===== config.mk =====
export PLATFORM = sky130hd
export DESIGN_NAME = mcrc_engine
export DESIGN_NICKNAME = d
export VERILOG_FILES = /design/src/mcrc_pkg.sv /design/src/mcrc_lfsr.sv /design/src/mcrc_engine.sv
export VERILOG_INCLUDE_DIRS = /design/src
export SDC_FILE = /design/constraint.sdc
export NUM_CORES = 1
export LEC_CHECK = 0
export BUFFER_PORTS_ARGS = -buffer_cell sky130_fd_sc_hd__buf_2
export CORE_MARGIN = 4
export CORE_UTILIZATION = 30
export CTS_BUF_LIST = sky130_fd_sc_hd__clkbuf_16
export DETAILED_ROUTE_END_ITERATION = 12
export GPL_ROUTABILITY_DRIVEN = 1
export PLACE_DENSITY_LB_ADDON = 0.15
export SYNTH_ARGS = -nofsm -noshare
export SYNTH_HDL_FRONTEND = slang
export SYNTH_SLANG_ARGS = --single-unit

===== constraint.sdc =====
create_clock -name clk -period 32.9 [get_ports clk]
set_clock_uncertainty 0.05 [all_clocks]
set_input_delay 6.58 -clock clk [delete_from_list [all_inputs] [get_ports clk]]
set_output_delay 6.58 -clock clk [all_outputs]
set_load 0.02 [all_outputs]

===== src/mcrc_defines.svh =====
// Offsets, field positions, reset values and sizes for the memory checker CRC engine.
// Assumes inclusion by bare name from any file that needs them.
`ifndef MCRC_DEFINES_SVH
`define MCRC_DEFINES_SVH
`define MCRC_OFF_CTRL     4'h0
`define MCRC_OFF_POLY     4'h1
`define MCRC_OFF_SEED     4'h2
`define MCRC_OFF_DATA     4'h3
`define MCRC_OFF_BLEN     4'h4
`define MCRC_OFF_EXPECT   4'h5
`define MCRC_OFF_SIG      4'h6
`define MCRC_OFF_STATUS   4'h7
`define MCRC_OFF_RESULT   4'h8
`define MCRC_CTRL_ENABLE  0
`define MCRC_CTRL_CMP_EN  1
`define MCRC_CTRL_IRQ_EN  2
`define MCRC_CTRL_ADVANCE 3
`define MCRC_ST_DONE      0
`define MCRC_ST_ERROR     1
`define MCRC_ST_BUSY      2
`define MCRC_POLY_RST     32'h04C11DB7
`define MCRC_SEED_RST     32'hFFFFFFFF
`define MCRC_BLEN_RST     16'h0001
`define MCRC_WORD_ZERO    32'h00000000
`endif


===== src/mcrc_pkg.sv =====
// Types shared by the memory checker CRC engine files.
// Assumes mcrc_defines.svh is compiled alongside.
package mcrc_pkg;
   typedef enum logic [2:0] {
      MCRC_IDLE = 3'b001,
      MCRC_RUN  = 3'b010,
      MCRC_DONE = 3'b100
   } mcrc_state_t;
endpackage


===== src/mcrc_lfsr.sv =====
// Parallel 16-bit step of the 32-bit signature register with programmable feedback.
// Assumes a single clock and that load and step are never asked for together
// with conflicting intent; load wins.
`timescale 1ns/1ps
`include "mcrc_defines.svh"
module mcrc_lfsr #(
   parameter int SIG_W = 32,
   parameter int DIN_W = 16
) (
   input  wire logic             clk,     // System clock.
   input  wire logic             rst,     // Synchronous reset, high.
   input  wire logic             load,    // Load seed pulse.
   input  wire logic [SIG_W-1:0] seed,    // Seed value.
   input  wire logic             step,    // Compress one word pulse.
   input  wire logic [DIN_W-1:0] din,     // Data word.
   input  wire logic [SIG_W-1:0] poly,    // Feedback polynomial.
   output logic      [SIG_W-1:0] sig_q    // Registered signature.
);
   logic [SIG_W-1:0] sig_r;
   logic [SIG_W-1:0] sig_nxt;

   // Folds a whole word in one cycle by unrolling the serial divider MSB first.
   function automatic logic [SIG_W-1:0] fold(input logic [SIG_W-1:0] s,
                                            input logic [DIN_W-1:0] d,
                                            input logic [SIG_W-1:0] p);
      logic [SIG_W-1:0] t;
      logic             fb;
      t  = s;
      fb = 1'b0;
      for (int i = DIN_W - 1; i >= 0; i--) begin
         fb = t[SIG_W-1] ^ d[i];
         t  = {t[SIG_W-2:0], 1'b0} ^ (fb ? p : `MCRC_WORD_ZERO);
      end
      return t;
   endfunction

   // Next signature: seed load first, then one compression step.
   assign sig_nxt = load ? seed : (step ? fold(sig_r, din, poly) : sig_r);
   assign sig_q   = sig_r;

   // The signature register itself.
   always_ff @(posedge clk) begin
      if (rst) begin
         sig_r <= `MCRC_SEED_RST;
      end else begin
         sig_r <= sig_nxt;
      end
   end
endmodule


===== src/mcrc_engine.sv =====
// Memory checker CRC engine: Avalon-MM register slave, block counter, compare.
// Contract
// - The running signature lives in a 32-bit shift register updated by polynomial division.
// - Each 16-bit data word is folded into the signature in one step.
// - Software programs the feedback polynomial.
// - A local counter of programmable length ends a block and yields a result.
// - The finished block checksum is compared in hardware with an expected value.
// - A mismatch can raise an interrupt request.
// - The shift register can be read and advanced to act as a pseudo-random source.
// Assumes one clock, synchronous reset, and a bus master that holds requests until
// waitrequest is seen low.
`timescale 1ns/1ps
`include "mcrc_defines.svh"
module mcrc_engine #(
   parameter int BLEN_W = 16
) (
   input  wire logic        clk,                // System clock, 20 MHz.
   input  wire logic        rst,                // Synchronous reset, high.
   input  wire logic [3:0]  avs_address,        // Word index.
   input  wire logic        avs_read,           // Read request.
   input  wire logic        avs_write,          // Write request.
   input  wire logic [31:0] avs_writedata,      // Write data.
   input  wire logic [3:0]  avs_byteenable,     // Byte enables.
   output logic      [31:0] avs_readdata,       // Registered read data.
   output logic             avs_waitrequest,    // Registered wait request.
   output logic             mismatch_irq        // Registered error request, high.
);
   ////////////////////////////////////////////////////////////////////////////
   mcrc_pkg::mcrc_state_t state_r;
   mcrc_pkg::mcrc_state_t state_nxt;
   logic [31:0]       poly_r;
   logic [31:0]       seed_r;
   logic [31:0]       expect_r;
   logic [31:0]       result_r;
   logic [BLEN_W-1:0] blen_r;
   logic [BLEN_W-1:0] cnt_r;
   logic [BLEN_W-1:0] cnt_nxt;
   logic [15:0]       din_r;
   logic [3:0]        ctrl_r;
   logic              done_r;
   logic              err_r;
   logic              ack_r;
   logic              irq_r;
   logic [31:0]       rdata_r;
   logic              wait_r;
   logic [31:0]       sig;

   // A request is taken once; waitrequest drops for the cycle after it is seen.
   wire        req     = (avs_read | avs_write) & ~ack_r;
   wire        wr      = avs_write & ~ack_r;
   wire        rd      = avs_read & ~ack_r;
   wire        wr_ctrl = wr & (avs_address == `MCRC_OFF_CTRL);
   wire        wr_poly = wr & (avs_address == `MCRC_OFF_POLY);
   wire        wr_seed = wr & (avs_address == `MCRC_OFF_SEED);
   wire        wr_data = wr & (avs_address == `MCRC_OFF_DATA);
   wire        wr_blen = wr & (avs_address == `MCRC_OFF_BLEN);
   wire        wr_exp  = wr & (avs_address == `MCRC_OFF_EXPECT);
   wire        wr_stat = wr & (avs_address == `MCRC_OFF_STATUS);
   wire        enable  = ctrl_r[`MCRC_CTRL_ENABLE];
   wire [31:0] wmask   = {{8{avs_byteenable[3]}}, {8{avs_byteenable[2]}},
                          {8{avs_byteenable[1]}}, {8{avs_byteenable[0]}}};

   // Merges write data into a register under the byte enables.
   function automatic logic [31:0] merge(input logic [31:0] old, input logic [31:0] wd,
                                         input logic [31:0] m);
      return (old & ~m) | (wd & m);
   endfunction

   ////////////////////////////////////////////////////////////////////////////
   // A data write compresses a word; an advance write steps with zero data,
   // which is how the register is used as a pseudo-random source.
   wire        adv     = wr_ctrl & avs_writedata[`MCRC_CTRL_ADVANCE] & avs_byteenable[0];
   wire        step    = (wr_data & enable) | adv;
   wire [15:0] step_d  = wr_data ? avs_writedata[15:0] : 16'h0000;
   // Word count including this one; a block length of 0 or 1 ends every word.
   wire [BLEN_W-1:0] cnt_inc = cnt_r + BLEN_W'(1);
   wire        blk_end = step & wr_data & (cnt_inc >= blen_r);
   wire [31:0] fin_sig;
   wire        cmp_bad = ctrl_r[`MCRC_CTRL_CMP_EN] & (fin_sig != expect_r);

   mcrc_lfsr #(
      .SIG_W (32),
      .DIN_W (16)
   ) u_lfsr (
      .clk   (clk),
      .rst   (rst),
      .load  (wr_seed),
      .seed  (merge(seed_r, avs_writedata, wmask)),
      .step  (step),
      .din   (step_d),
      .poly  (poly_r),
      .sig_q (sig)
   );

   // The finished signature is the same fold the shift register takes this cycle.
   // A second copy of the divider costs area, but lets the result and the compare
   // use the block's last word without waiting a cycle for the register.
   assign fin_sig = fold_peek(sig, step_d, poly_r);

   // Duplicated fold so the compare sees the block's last word without a cycle of delay.
   function automatic logic [31:0] fold_peek(input logic [31:0] s, input logic [15:0] d,
                                             input logic [31:0] p);
      logic [31:0] t;
      logic        fb;
      t  = s;
      fb = 1'b0;
      for (int i = 15; i >= 0; i--) begin
         fb = t[31] ^ d[i];
         t  = {t[30:0], 1'b0} ^ (fb ? p : `MCRC_WORD_ZERO);
      end
      return t;
   endfunction

   ////////////////////////////////////////////////////////////////////////////
   // Block counter: a seed load restarts it, the last word wraps it.
   // Advance steps are not counted, so a pseudo-random run never ends a block.
   always_comb begin
      cnt_nxt = cnt_r;
      if (wr_seed) begin
         cnt_nxt = '0;
      end else if (blk_end) begin
         cnt_nxt = '0;
      end else if (step & wr_data) begin
         cnt_nxt = cnt_inc;
      end
   end

   // Sequencer: idle until enabled, running while words arrive, done after a block.
   always_comb begin
      case (state_r)
         mcrc_pkg::MCRC_IDLE: state_nxt = enable ? mcrc_pkg::MCRC_RUN : mcrc_pkg::MCRC_IDLE;
         mcrc_pkg::MCRC_RUN:  state_nxt = !enable ? mcrc_pkg::MCRC_IDLE :
                                          (blk_end ? mcrc_pkg::MCRC_DONE : mcrc_pkg::MCRC_RUN);
         mcrc_pkg::MCRC_DONE: state_nxt = !enable ? mcrc_pkg::MCRC_IDLE :
                                          ((wr_seed | wr_data) ? mcrc_pkg::MCRC_RUN :
                                           mcrc_pkg::MCRC_DONE);
         default:             state_nxt = mcrc_pkg::MCRC_IDLE;
      endcase
   end

   ////////////////////////////////////////////////////////////////////////////
   // Read mux; unmapped indices read as zero.
   wire [31:0] rmux =
      (avs_address == `MCRC_OFF_CTRL)   ? {28'h0000000, 1'b0, ctrl_r[2:0]} :
      (avs_address == `MCRC_OFF_POLY)   ? poly_r :
      (avs_address == `MCRC_OFF_SEED)   ? seed_r :
      (avs_address == `MCRC_OFF_DATA)   ? {16'h0000, din_r} :
      (avs_address == `MCRC_OFF_BLEN)   ? {{(32-BLEN_W){1'b0}}, blen_r} :
      (avs_address == `MCRC_OFF_EXPECT) ? expect_r :
      (avs_address == `MCRC_OFF_SIG)    ? sig :
      (avs_address == `MCRC_OFF_STATUS) ? {29'h00000000, ~state_r[0], err_r, done_r} :
      (avs_address == `MCRC_OFF_RESULT) ? result_r : `MCRC_WORD_ZERO;

   // Sticky flags: a block end in the same cycle as a clear wins over the clear.
   wire done_nxt = blk_end | (done_r & ~(wr_stat & avs_writedata[`MCRC_ST_DONE]));
   wire err_nxt  = (blk_end & cmp_bad) |
                   (err_r & ~(wr_stat & avs_writedata[`MCRC_ST_ERROR]));

   // Byte-lane merges of the control and block length registers; the advance bit is
   // never stored, so it always reads back as zero.
   wire [31:0] ctrl_m = merge({28'h0000000, ctrl_r}, avs_writedata, wmask);
   wire [31:0] blen_m = merge({{(32-BLEN_W){1'b0}}, blen_r}, avs_writedata, wmask);

   // Configuration registers.
   always_ff @(posedge clk) begin
      if (rst) begin
         ctrl_r   <= 4'h0;
         poly_r   <= `MCRC_POLY_RST;
         seed_r   <= `MCRC_SEED_RST;
         expect_r <= `MCRC_WORD_ZERO;
         blen_r   <= BLEN_W'(`MCRC_BLEN_RST);
      end else begin
         if (wr_ctrl) ctrl_r <= {1'b0, ctrl_m[2:0]};
         if (wr_poly) poly_r <= merge(poly_r, avs_writedata, wmask);
         if (wr_seed) seed_r <= merge(seed_r, avs_writedata, wmask);
         if (wr_exp)  expect_r <= merge(expect_r, avs_writedata, wmask);
         if (wr_blen) blen_r <= blen_m[BLEN_W-1:0];
      end
   end

   // Engine state, result capture and flags.
   always_ff @(posedge clk) begin
      if (rst) begin
         state_r  <= mcrc_pkg::MCRC_IDLE;
         cnt_r    <= '0;
         din_r    <= 16'h0000;
         result_r <= `MCRC_WORD_ZERO;
         done_r   <= 1'b0;
         err_r    <= 1'b0;
      end else begin
         state_r <= state_nxt;
         cnt_r   <= cnt_nxt;
         done_r  <= done_nxt;
         err_r   <= err_nxt;
         if (wr_data) din_r <= avs_writedata[15:0];
         if (blk_end) result_r <= fin_sig;
      end
   end

   // Bus answer and interrupt, all from flip-flops.
   // Waitrequest has its own flip-flop, the inverse of ack_r, so that the pin is
   // not an inverter behind a register.
   always_ff @(posedge clk) begin
      if (rst) begin
         ack_r   <= 1'b0;
         wait_r  <= 1'b1;
         rdata_r <= `MCRC_WORD_ZERO;
         irq_r   <= 1'b0;
      end else begin
         ack_r  <= req;
         wait_r <= ~req;
         if (rd) rdata_r <= rmux;
         irq_r <= err_nxt & ctrl_r[`MCRC_CTRL_IRQ_EN];
      end
   end

   assign avs_waitrequest = wait_r;
   assign avs_readdata    = rdata_r;
   assign mismatch_irq    = irq_r;
endmodule


==> run_results.csv, run 1 <==
group,metric,value,unit
status,outcome,"completed",
yosys,synth_nets,3225,
layout,final_nets,3102,
clocking,cts_setup_buffers,0,
route,first_pass_iters,9,
sta,hold_viol_final,0,
yosys,yosys_register_bits,251,
route,antenna_left,0,
hold_path,min_delay_path_depth,2,
floorplan,num_rows,101,
sta,slew_violations,0,
critical_path,r2r_setup_slack,20730,ps
power_and_ir_drop,internal_power,0.701,mW
yosys,synth_compound_area_share,23.4,%
yosys,synth_edf_count,0,
critical_path,worstPathArrival,18630,ps
sta,worst_slew_pin_slew,1150,ps
route,dr_wl_met3,6630,um
route,vias,23600,
clocking,clock-sinks,251,
yosys,ys_warn_count,0,
floorplan,die_w,286,um
route,wl,103000,um
clocking,cts_max_path_buffers,3,
floorplan,boundaryPins,78,
layout,drive_above_1_share,9.81,%
clocking,cts_made_buffers,27,
critical_path,critical_path.most_common_cell,"buf_4",
critical_path,crit_slowest_cell,"o31a_2",
critical_path,cp_max_fo,47,
global_routing,grt_max_degree,74,
route,drtIter0Drc,2682,
yosys,ys_types,104,
route,detail_route.vias_per_cell,5.77,
power_and_ir_drop,sw_frac_of_total,41.6,%
yosys,syn_inst,3164,
hold_path,hp-start,"din_r[12]",
clocking,path_clk_slew,70,ps
sta,finalSetupViolCount,0,
yosys,synthAdderAreaFrac,0.919,%
yosys,avgSynthCellArea,7.32,um^2
clocking,htree_num_levels,1,
clocking,cts_tree,"done",
yosys,yosys.area.top_type,"dfxtp_1",
yosys,synth_xor_area_share,20.6,%
floorplan,start_util,30.4,%
floorplan,dieArea,81700,um^2
critical_path,critPathKind,"input port to flip-flop",
yosys,synthArstFlopShare,0,%
critical_path,r2r-end,"mismatch_irq",
critical_path,cp_num_buf_inv,5,
clocking,insertion_delay,570,ps
critical_path,cp_slowest_stage_delay,840,ps
sta,tns,0,ps
placement,dpl.hpwl,72100,um
power_and_ir_drop,ir_drop,0.0389,mV
critical_path,path_delay_family,"compound AO/OA/AOI/OAI gates",
critical_path,reg2reg_depth,32,
global_routing,grt_usage,24.1,%
yosys,synth_most_common_cell,"nand2_1",
global_routing,antenna_found_initial,1,
clocking,cts_resized,0,
route,drc,0,
layout,area_delta_synth_final,8.74,%
placement,gp_congestion,0.899,
clocking,cts_root_buffer,"clkbuf_16",
yosys,synth_common_cells,"569 x nand2_1, 386 x xnor2_1, 251 x dfxtp_1",
yosys,synth_mux_area_share,5.01,%
hold_path,worstHoldEndpoint,"din_r[12]",
critical_path,endpoint_kind,"flip-flop",
sta,timing.hold.ws,408,ps
power_and_ir_drop,combPwrFrac,49.8,%
power_and_ir_drop,leakagePower,9.29,nW
sta,fin_crit_sh,55.4,%
route,post_drt_wl_per_cell,25.2,um
route,wl_met1,45900,um
yosys,synth_area_leaders,"dfxtp_1 22%, xnor2_1 15%, nand2_1 9.2%",
hold_path,hp-class,"flip-flop to flip-flop",
yosys,synth_top_family_by_area,"compound AO/OA/AOI/OAI gates",
clocking,cts_hold_buf,0,
yosys,synth_seq_area_share,21.7,%
global_routing,grt_pass1_vias,22200,
sta,slew_headroom,23.2,%
sta,max_freq,54.9,MHz
power_and_ir_drop,p_per_area,47.6,nW/um^2
power_and_ir_drop,pwr-share-seq,26.1,%
yosys,synth_top_area_share,21.7,%
yosys,netlist_area,23200,um^2
yosys,synth_ff_type,"dfxtp_1",
floorplan,core,76200,um^2
global_routing,grt-ovfl-total,0,
critical_path,start_kind,"input port",
critical_path,cp.required,33310,ps
sta,fin_crit,18220,ps
power_and_ir_drop,clock_power_share,24.2,%
route,met2_wirelength,47400,um
yosys,yosys.area_share.simple,22.5,%
route,highest_layer,"met4",
floorplan,die_h,286,um
power_and_ir_drop,p_sw,0.499,mW
sta,grt_setup_unrepaired,"no",
critical_path,path_depth,33,
placement,portBuffers,77,
job,cap_violations,0,
global_routing,grt_pass1_wl,152000,um
## per-stage QoR
stage	util (%)	std cells	cell area (um^2)	setup slack, ps	total power [mW]
final	33.0	4090	25200	14680	1.20
after floorplan	-	3164	23200	17990	0.737
after global placement	32.0	4042	24400	14580	0.904
after detailed placement	32.0	4042	24400	14430	0.908
after global routing	33.0	4090	25200	14060	1.25
after CTS	33.0	4089	25200	14990	1.20
## routing by layer
| metal | GRT usage (%) | vias to the layer above |
|---|---|---|
| li1 | - | 10900 |
| met1 | 33.4 | 11500 |
| met2 | 39.3 | 997 |
| met3 | 3.12 | 156 |
| met4 | 6.50 | 0 |
| met5 | 0 | - |
## power by group through the flow
stage,Clock (mW),Sequential [mW],Combinational (mW)
floorplan,0,0.319,0.418
global placement,0,0.319,0.585
detailed placement,0,0.319,0.589
CTS,0.296,0.312,0.592
global route,0.308,0.313,0.631
finish,0.290,0.312,0.597
## layout make-up
class | count | area [um^2]
clock buffers | 27 | 676
repair buffers | 157 | 988
well taps | 1030 | 1290
inverters | 52 | 195
clock inverters | 20 | 123
flip-flops and latches | 251 | 5030
fillers | 8106 | 51000
multi-input cells | 2552 | 16900
diodes | 1 | 2.50
## how the worst max path moves through the flow
stage                      start           end
6_report          avs_address[0]  mismatch_irq
5_1_grt           avs_address[0]  mismatch_irq
4_1_cts           avs_address[0]  mismatch_irq
3_5_place_dp      avs_address[0]  mismatch_irq
3_3_place_gp      avs_address[0]  mismatch_irq
2_1_floorplan  avs_writedata[14]  mismatch_irq
## worst register-to-register path: cells and delay by family, from the launching register on
family,cells,cell delay [ps]
and+or+nand+nor,10,2980
buffers and inverters,5,2020
xor gates and xnor gates,3,1270
AOI/OAI and AO/OA,14,5450
DFF,1,310
## cells by family (layout without fill, tap and decap cells)
group,after synthesis,count (layout)
AOI/OAI and AO/OA,778,778
other,0,1
and+or+nand+nor,1156,1156
muxes,111,111
adders and majority gates,17,17
DFF,251,251
xor gates and xnor gates,490,490
buffers and inverters,361,256
## placed cells by master, fill, tap and decap left out, types with 13 or more instances in the layout
cell type,Yosys,final
o2111ai_1,16,16
nand2b_1,15,15
o22ai_1,13,13
a21oi_1,158,156
nand2_1,569,569
a211oi_1,35,35
a22o_1,22,22
a31oi_1,21,21
and3_1,29,29
mux2i_1,72,72
a222oi_1,22,22
xor2_1,68,68
a21o_1,17,17
o21ai_0,176,176
a22oi_1,28,28
a32oi_1,35,35
nor3_1,45,42
a221oi_1,57,57
nor3b_1,13,13
inv_1,48,56
xnor2_1,386,378
mux2_2,39,39
nor4_1,17,17
o211ai_1,28,28
xnor3_1,28,28
or3_1,18,18
nand4_1,19,19
clkbuf_16,0,27
dfxtp_1,251,250
and2_1,23,23
o31ai_1,31,31
nor2_1,219,213
nand3_1,126,126
buf_2,19,76
ha_1,17,17
buf_4,2,81
Power figures use the tool's default switching activity.
==> inputs of run 2 (changes only) <==
- clock period: 32.9 -> 18.8 ns (I/O delays scaled with it)
==> run 2 against run 1 <==
  * Combinational power up 74%
  * Largest cell class unchanged
  * Highest routed layer unchanged
  * First-iteration DRC count fell by 6.3%
  * Sequential power up 75%
  * Global-route usage shrank 0.50 points
  * Flip-flop and latch count is the same
  * Critical path depth fell by 1
  * Hold slack hardly changed
==> run_results.csv, run 2 (synthesis results as in run 1) <==
group,metric,value,unit
floorplan,start_util,30.4,%
critical_path,r2r-end,"mismatch_irq",
clocking,htree_num_levels,1,
clocking,clock-sinks,251,
route,drtIter0Drc,2512,
power_and_ir_drop,leakagePower,9.30,nW
critical_path,path_delay_family,"compound AO/OA/AOI/OAI gates",
layout,drive_above_1_share,9.83,%
placement,portBuffers,77,
critical_path,worstPathArrival,15540,ps
clocking,cts_resized,0,
route,vias,23300,
clocking,path_clk_slew,70,ps
layout,final_cell_mix,"569 x nand2_1, 378 x xnor2_1, 250 x dfxtp_1",
critical_path,critical_path.most_common_cell,"buf_4",
power_and_ir_drop,internal_power,1.24,mW
floorplan,dieArea,81700,um^2
power_and_ir_drop,pwr-share-seq,26.0,%
clocking,insertion_delay,560,ps
route,post_drt_wl_per_cell,24.7,um
critical_path,cp.required,19210,ps
critical_path,cp_max_fo,47,
critical_path,cp_num_buf_inv,4,
critical_path,critPathKind,"input port to flip-flop",
layout,final_area,25200,um^2
clocking,cts_made_buffers,27,
critical_path,endpoint,"mismatch_irq",
floorplan,core,76200,um^2
power_and_ir_drop,p_sw,0.864,mW
power_and_ir_drop,combPwrFrac,49.5,%
global_routing,grt_pass1_vias,21800,
global_routing,antenna_found_initial,2,
layout,final_common_cell,"nand2_1",
power_and_ir_drop,p_per_area,83.4,nW/um^2
layout,postLayoutCoreUtil,33.1,%
placement,post_dp_cell_area,24400,um^2
critical_path,crit_slowest_cell,"o31a_2",
sta,fin_crit,15130,ps
critical_path,reg2reg_depth,30,
layout,final_nets,3106,
sta,slew_headroom,26.4,%
route,antenna_left,0,
layout,area_delta_synth_final,8.90,%
power_and_ir_drop,clock_power_share,24.5,%
sta,finalSetupViolCount,0,
clocking,cts_hold_buf,0,
route,first_pass_iters,6,
floorplan,die_w,286,um
sta,worst_slew_pin_slew,1100,ps
sta,hold_viol_final,0,
critical_path,endpoint_kind,"flip-flop",
floorplan,num_rows,101,
global_routing,grt-ovfl-total,0,
global_routing,grt_max_degree,66,
critical_path,path_depth,32,
route,detail_route.vias_per_cell,5.69,
critical_path,start_kind,"input port",
clocking,cts_root_buffer,"clkbuf_16",
global_routing,grt_pass1_wl,148000,um
sta,fin_crit_sh,80.5,%
critical_path,r2r_setup_slack,6740,ps
placement,gp_congestion,0.891,
placement,dpl.hpwl,72100,um
hold_path,hp-start,"din_r[11]",
power_and_ir_drop,ir_drop,0.0627,mV
critical_path,cp-startpoint,"avs_address[0]",
floorplan,die_h,286,um
global_routing,grt_usage,23.6,%
sta,slew_violations,0,
status,outcome,"completed",
job,cap_violations,0,
hold_path,hp-class,"flip-flop to flip-flop",
layout,num_antenna_cells,0,
critical_path,cp_slowest_stage_delay,840,ps
power_and_ir_drop,sw_frac_of_total,41.1,%
route,drc,0,
sta,max_freq,66.1,MHz
clocking,cts_tree,"done",
clocking,cts_max_path_buffers,3,
clocking,cts_setup_buffers,0,
sta,finalWorstSetupSlack,3670,ps
sta,grt_setup_unrepaired,"no",
route,wl,101000,um
sta,tns,0,ps
placement,place_ws,3310,ps
floorplan,boundaryPins,78,
[run 2: cell types whose count changed in the layout (fill, tap and decap cells not counted)]
cell | before | now
buf_4 | 81 | 85
bufinv_16 | 1 | 2
clkinv_1 | 5 | 9
clkinv_2 | 5 | 2
clkinvlp_4 | 0 | 1
diode_2 | 1 | 0
inv_1 | 56 | 54
inv_6 | 3 | 1
nor2_2 | 6 | 7
nor2_4 | 1 | 0
[run 2: per-layer routing]
layer | track usage [%] | vias to the layer above | wire (um)
li1 | - | 10900 | -
met1 | 32.7 | 11300 | 45200
met2 | 37.7 | 888 | 45800
met3 | 3.23 | 180 | 6340
met4 | 7.75 | 0 | 3730
met5 | 0 | - | 0
[run 2: per-stage QoR]
step | std cells | power (mW) | hold WS [ps]
3_5_place_dp | 4046 | 1.59 | 400
5_1_grt | 4092 | 2.20 | 425
2_1_floorplan | 3164 | 1.29 | 383
6_report | 4092 | 2.10 | 408
3_3_place_gp | 4046 | 1.59 | 392
4_1_cts | 4092 | 2.11 | 409
[run 2: tightest hold or removal path, delay by kind of cell, from the launching register on]
family,cells,cell delay (ps)
flops,1,310
compound gates,1,50
simple gates,1,50
[run 2: area by class of cell]
type	count	area, um^2
clock buffer	27	676
clock inverter	19	135
fill	8143	51000
inverter	52	195
multi-input combinational	2552	16900
sequential	251	5030
tap	1030	1290
timing repair buffer	161	1020
[run 2: power by group through the flow]
stage	Sequential, mW	Clock (mW)	Combinational (mW)
after CTS	0.547	0.524	1.04
after floorplan	0.559	0	0.731
final	0.547	0.514	1.04
after global routing	0.547	0.545	1.11
after global placement	0.558	0	1.03
after detailed placement	0.558	0	1.03
[run 2: worst min-delay path by stage]
stage	endpoint	depth (start not counted)	slack, ps
after detailed placement	din_r[0]	2	400
after global placement	din_r[1]	2	390
after CTS	din_r[11]	2	410
final	din_r[11]	2	410
after floorplan	din_r[0]	2	380
after global routing	din_r[11]	2	420
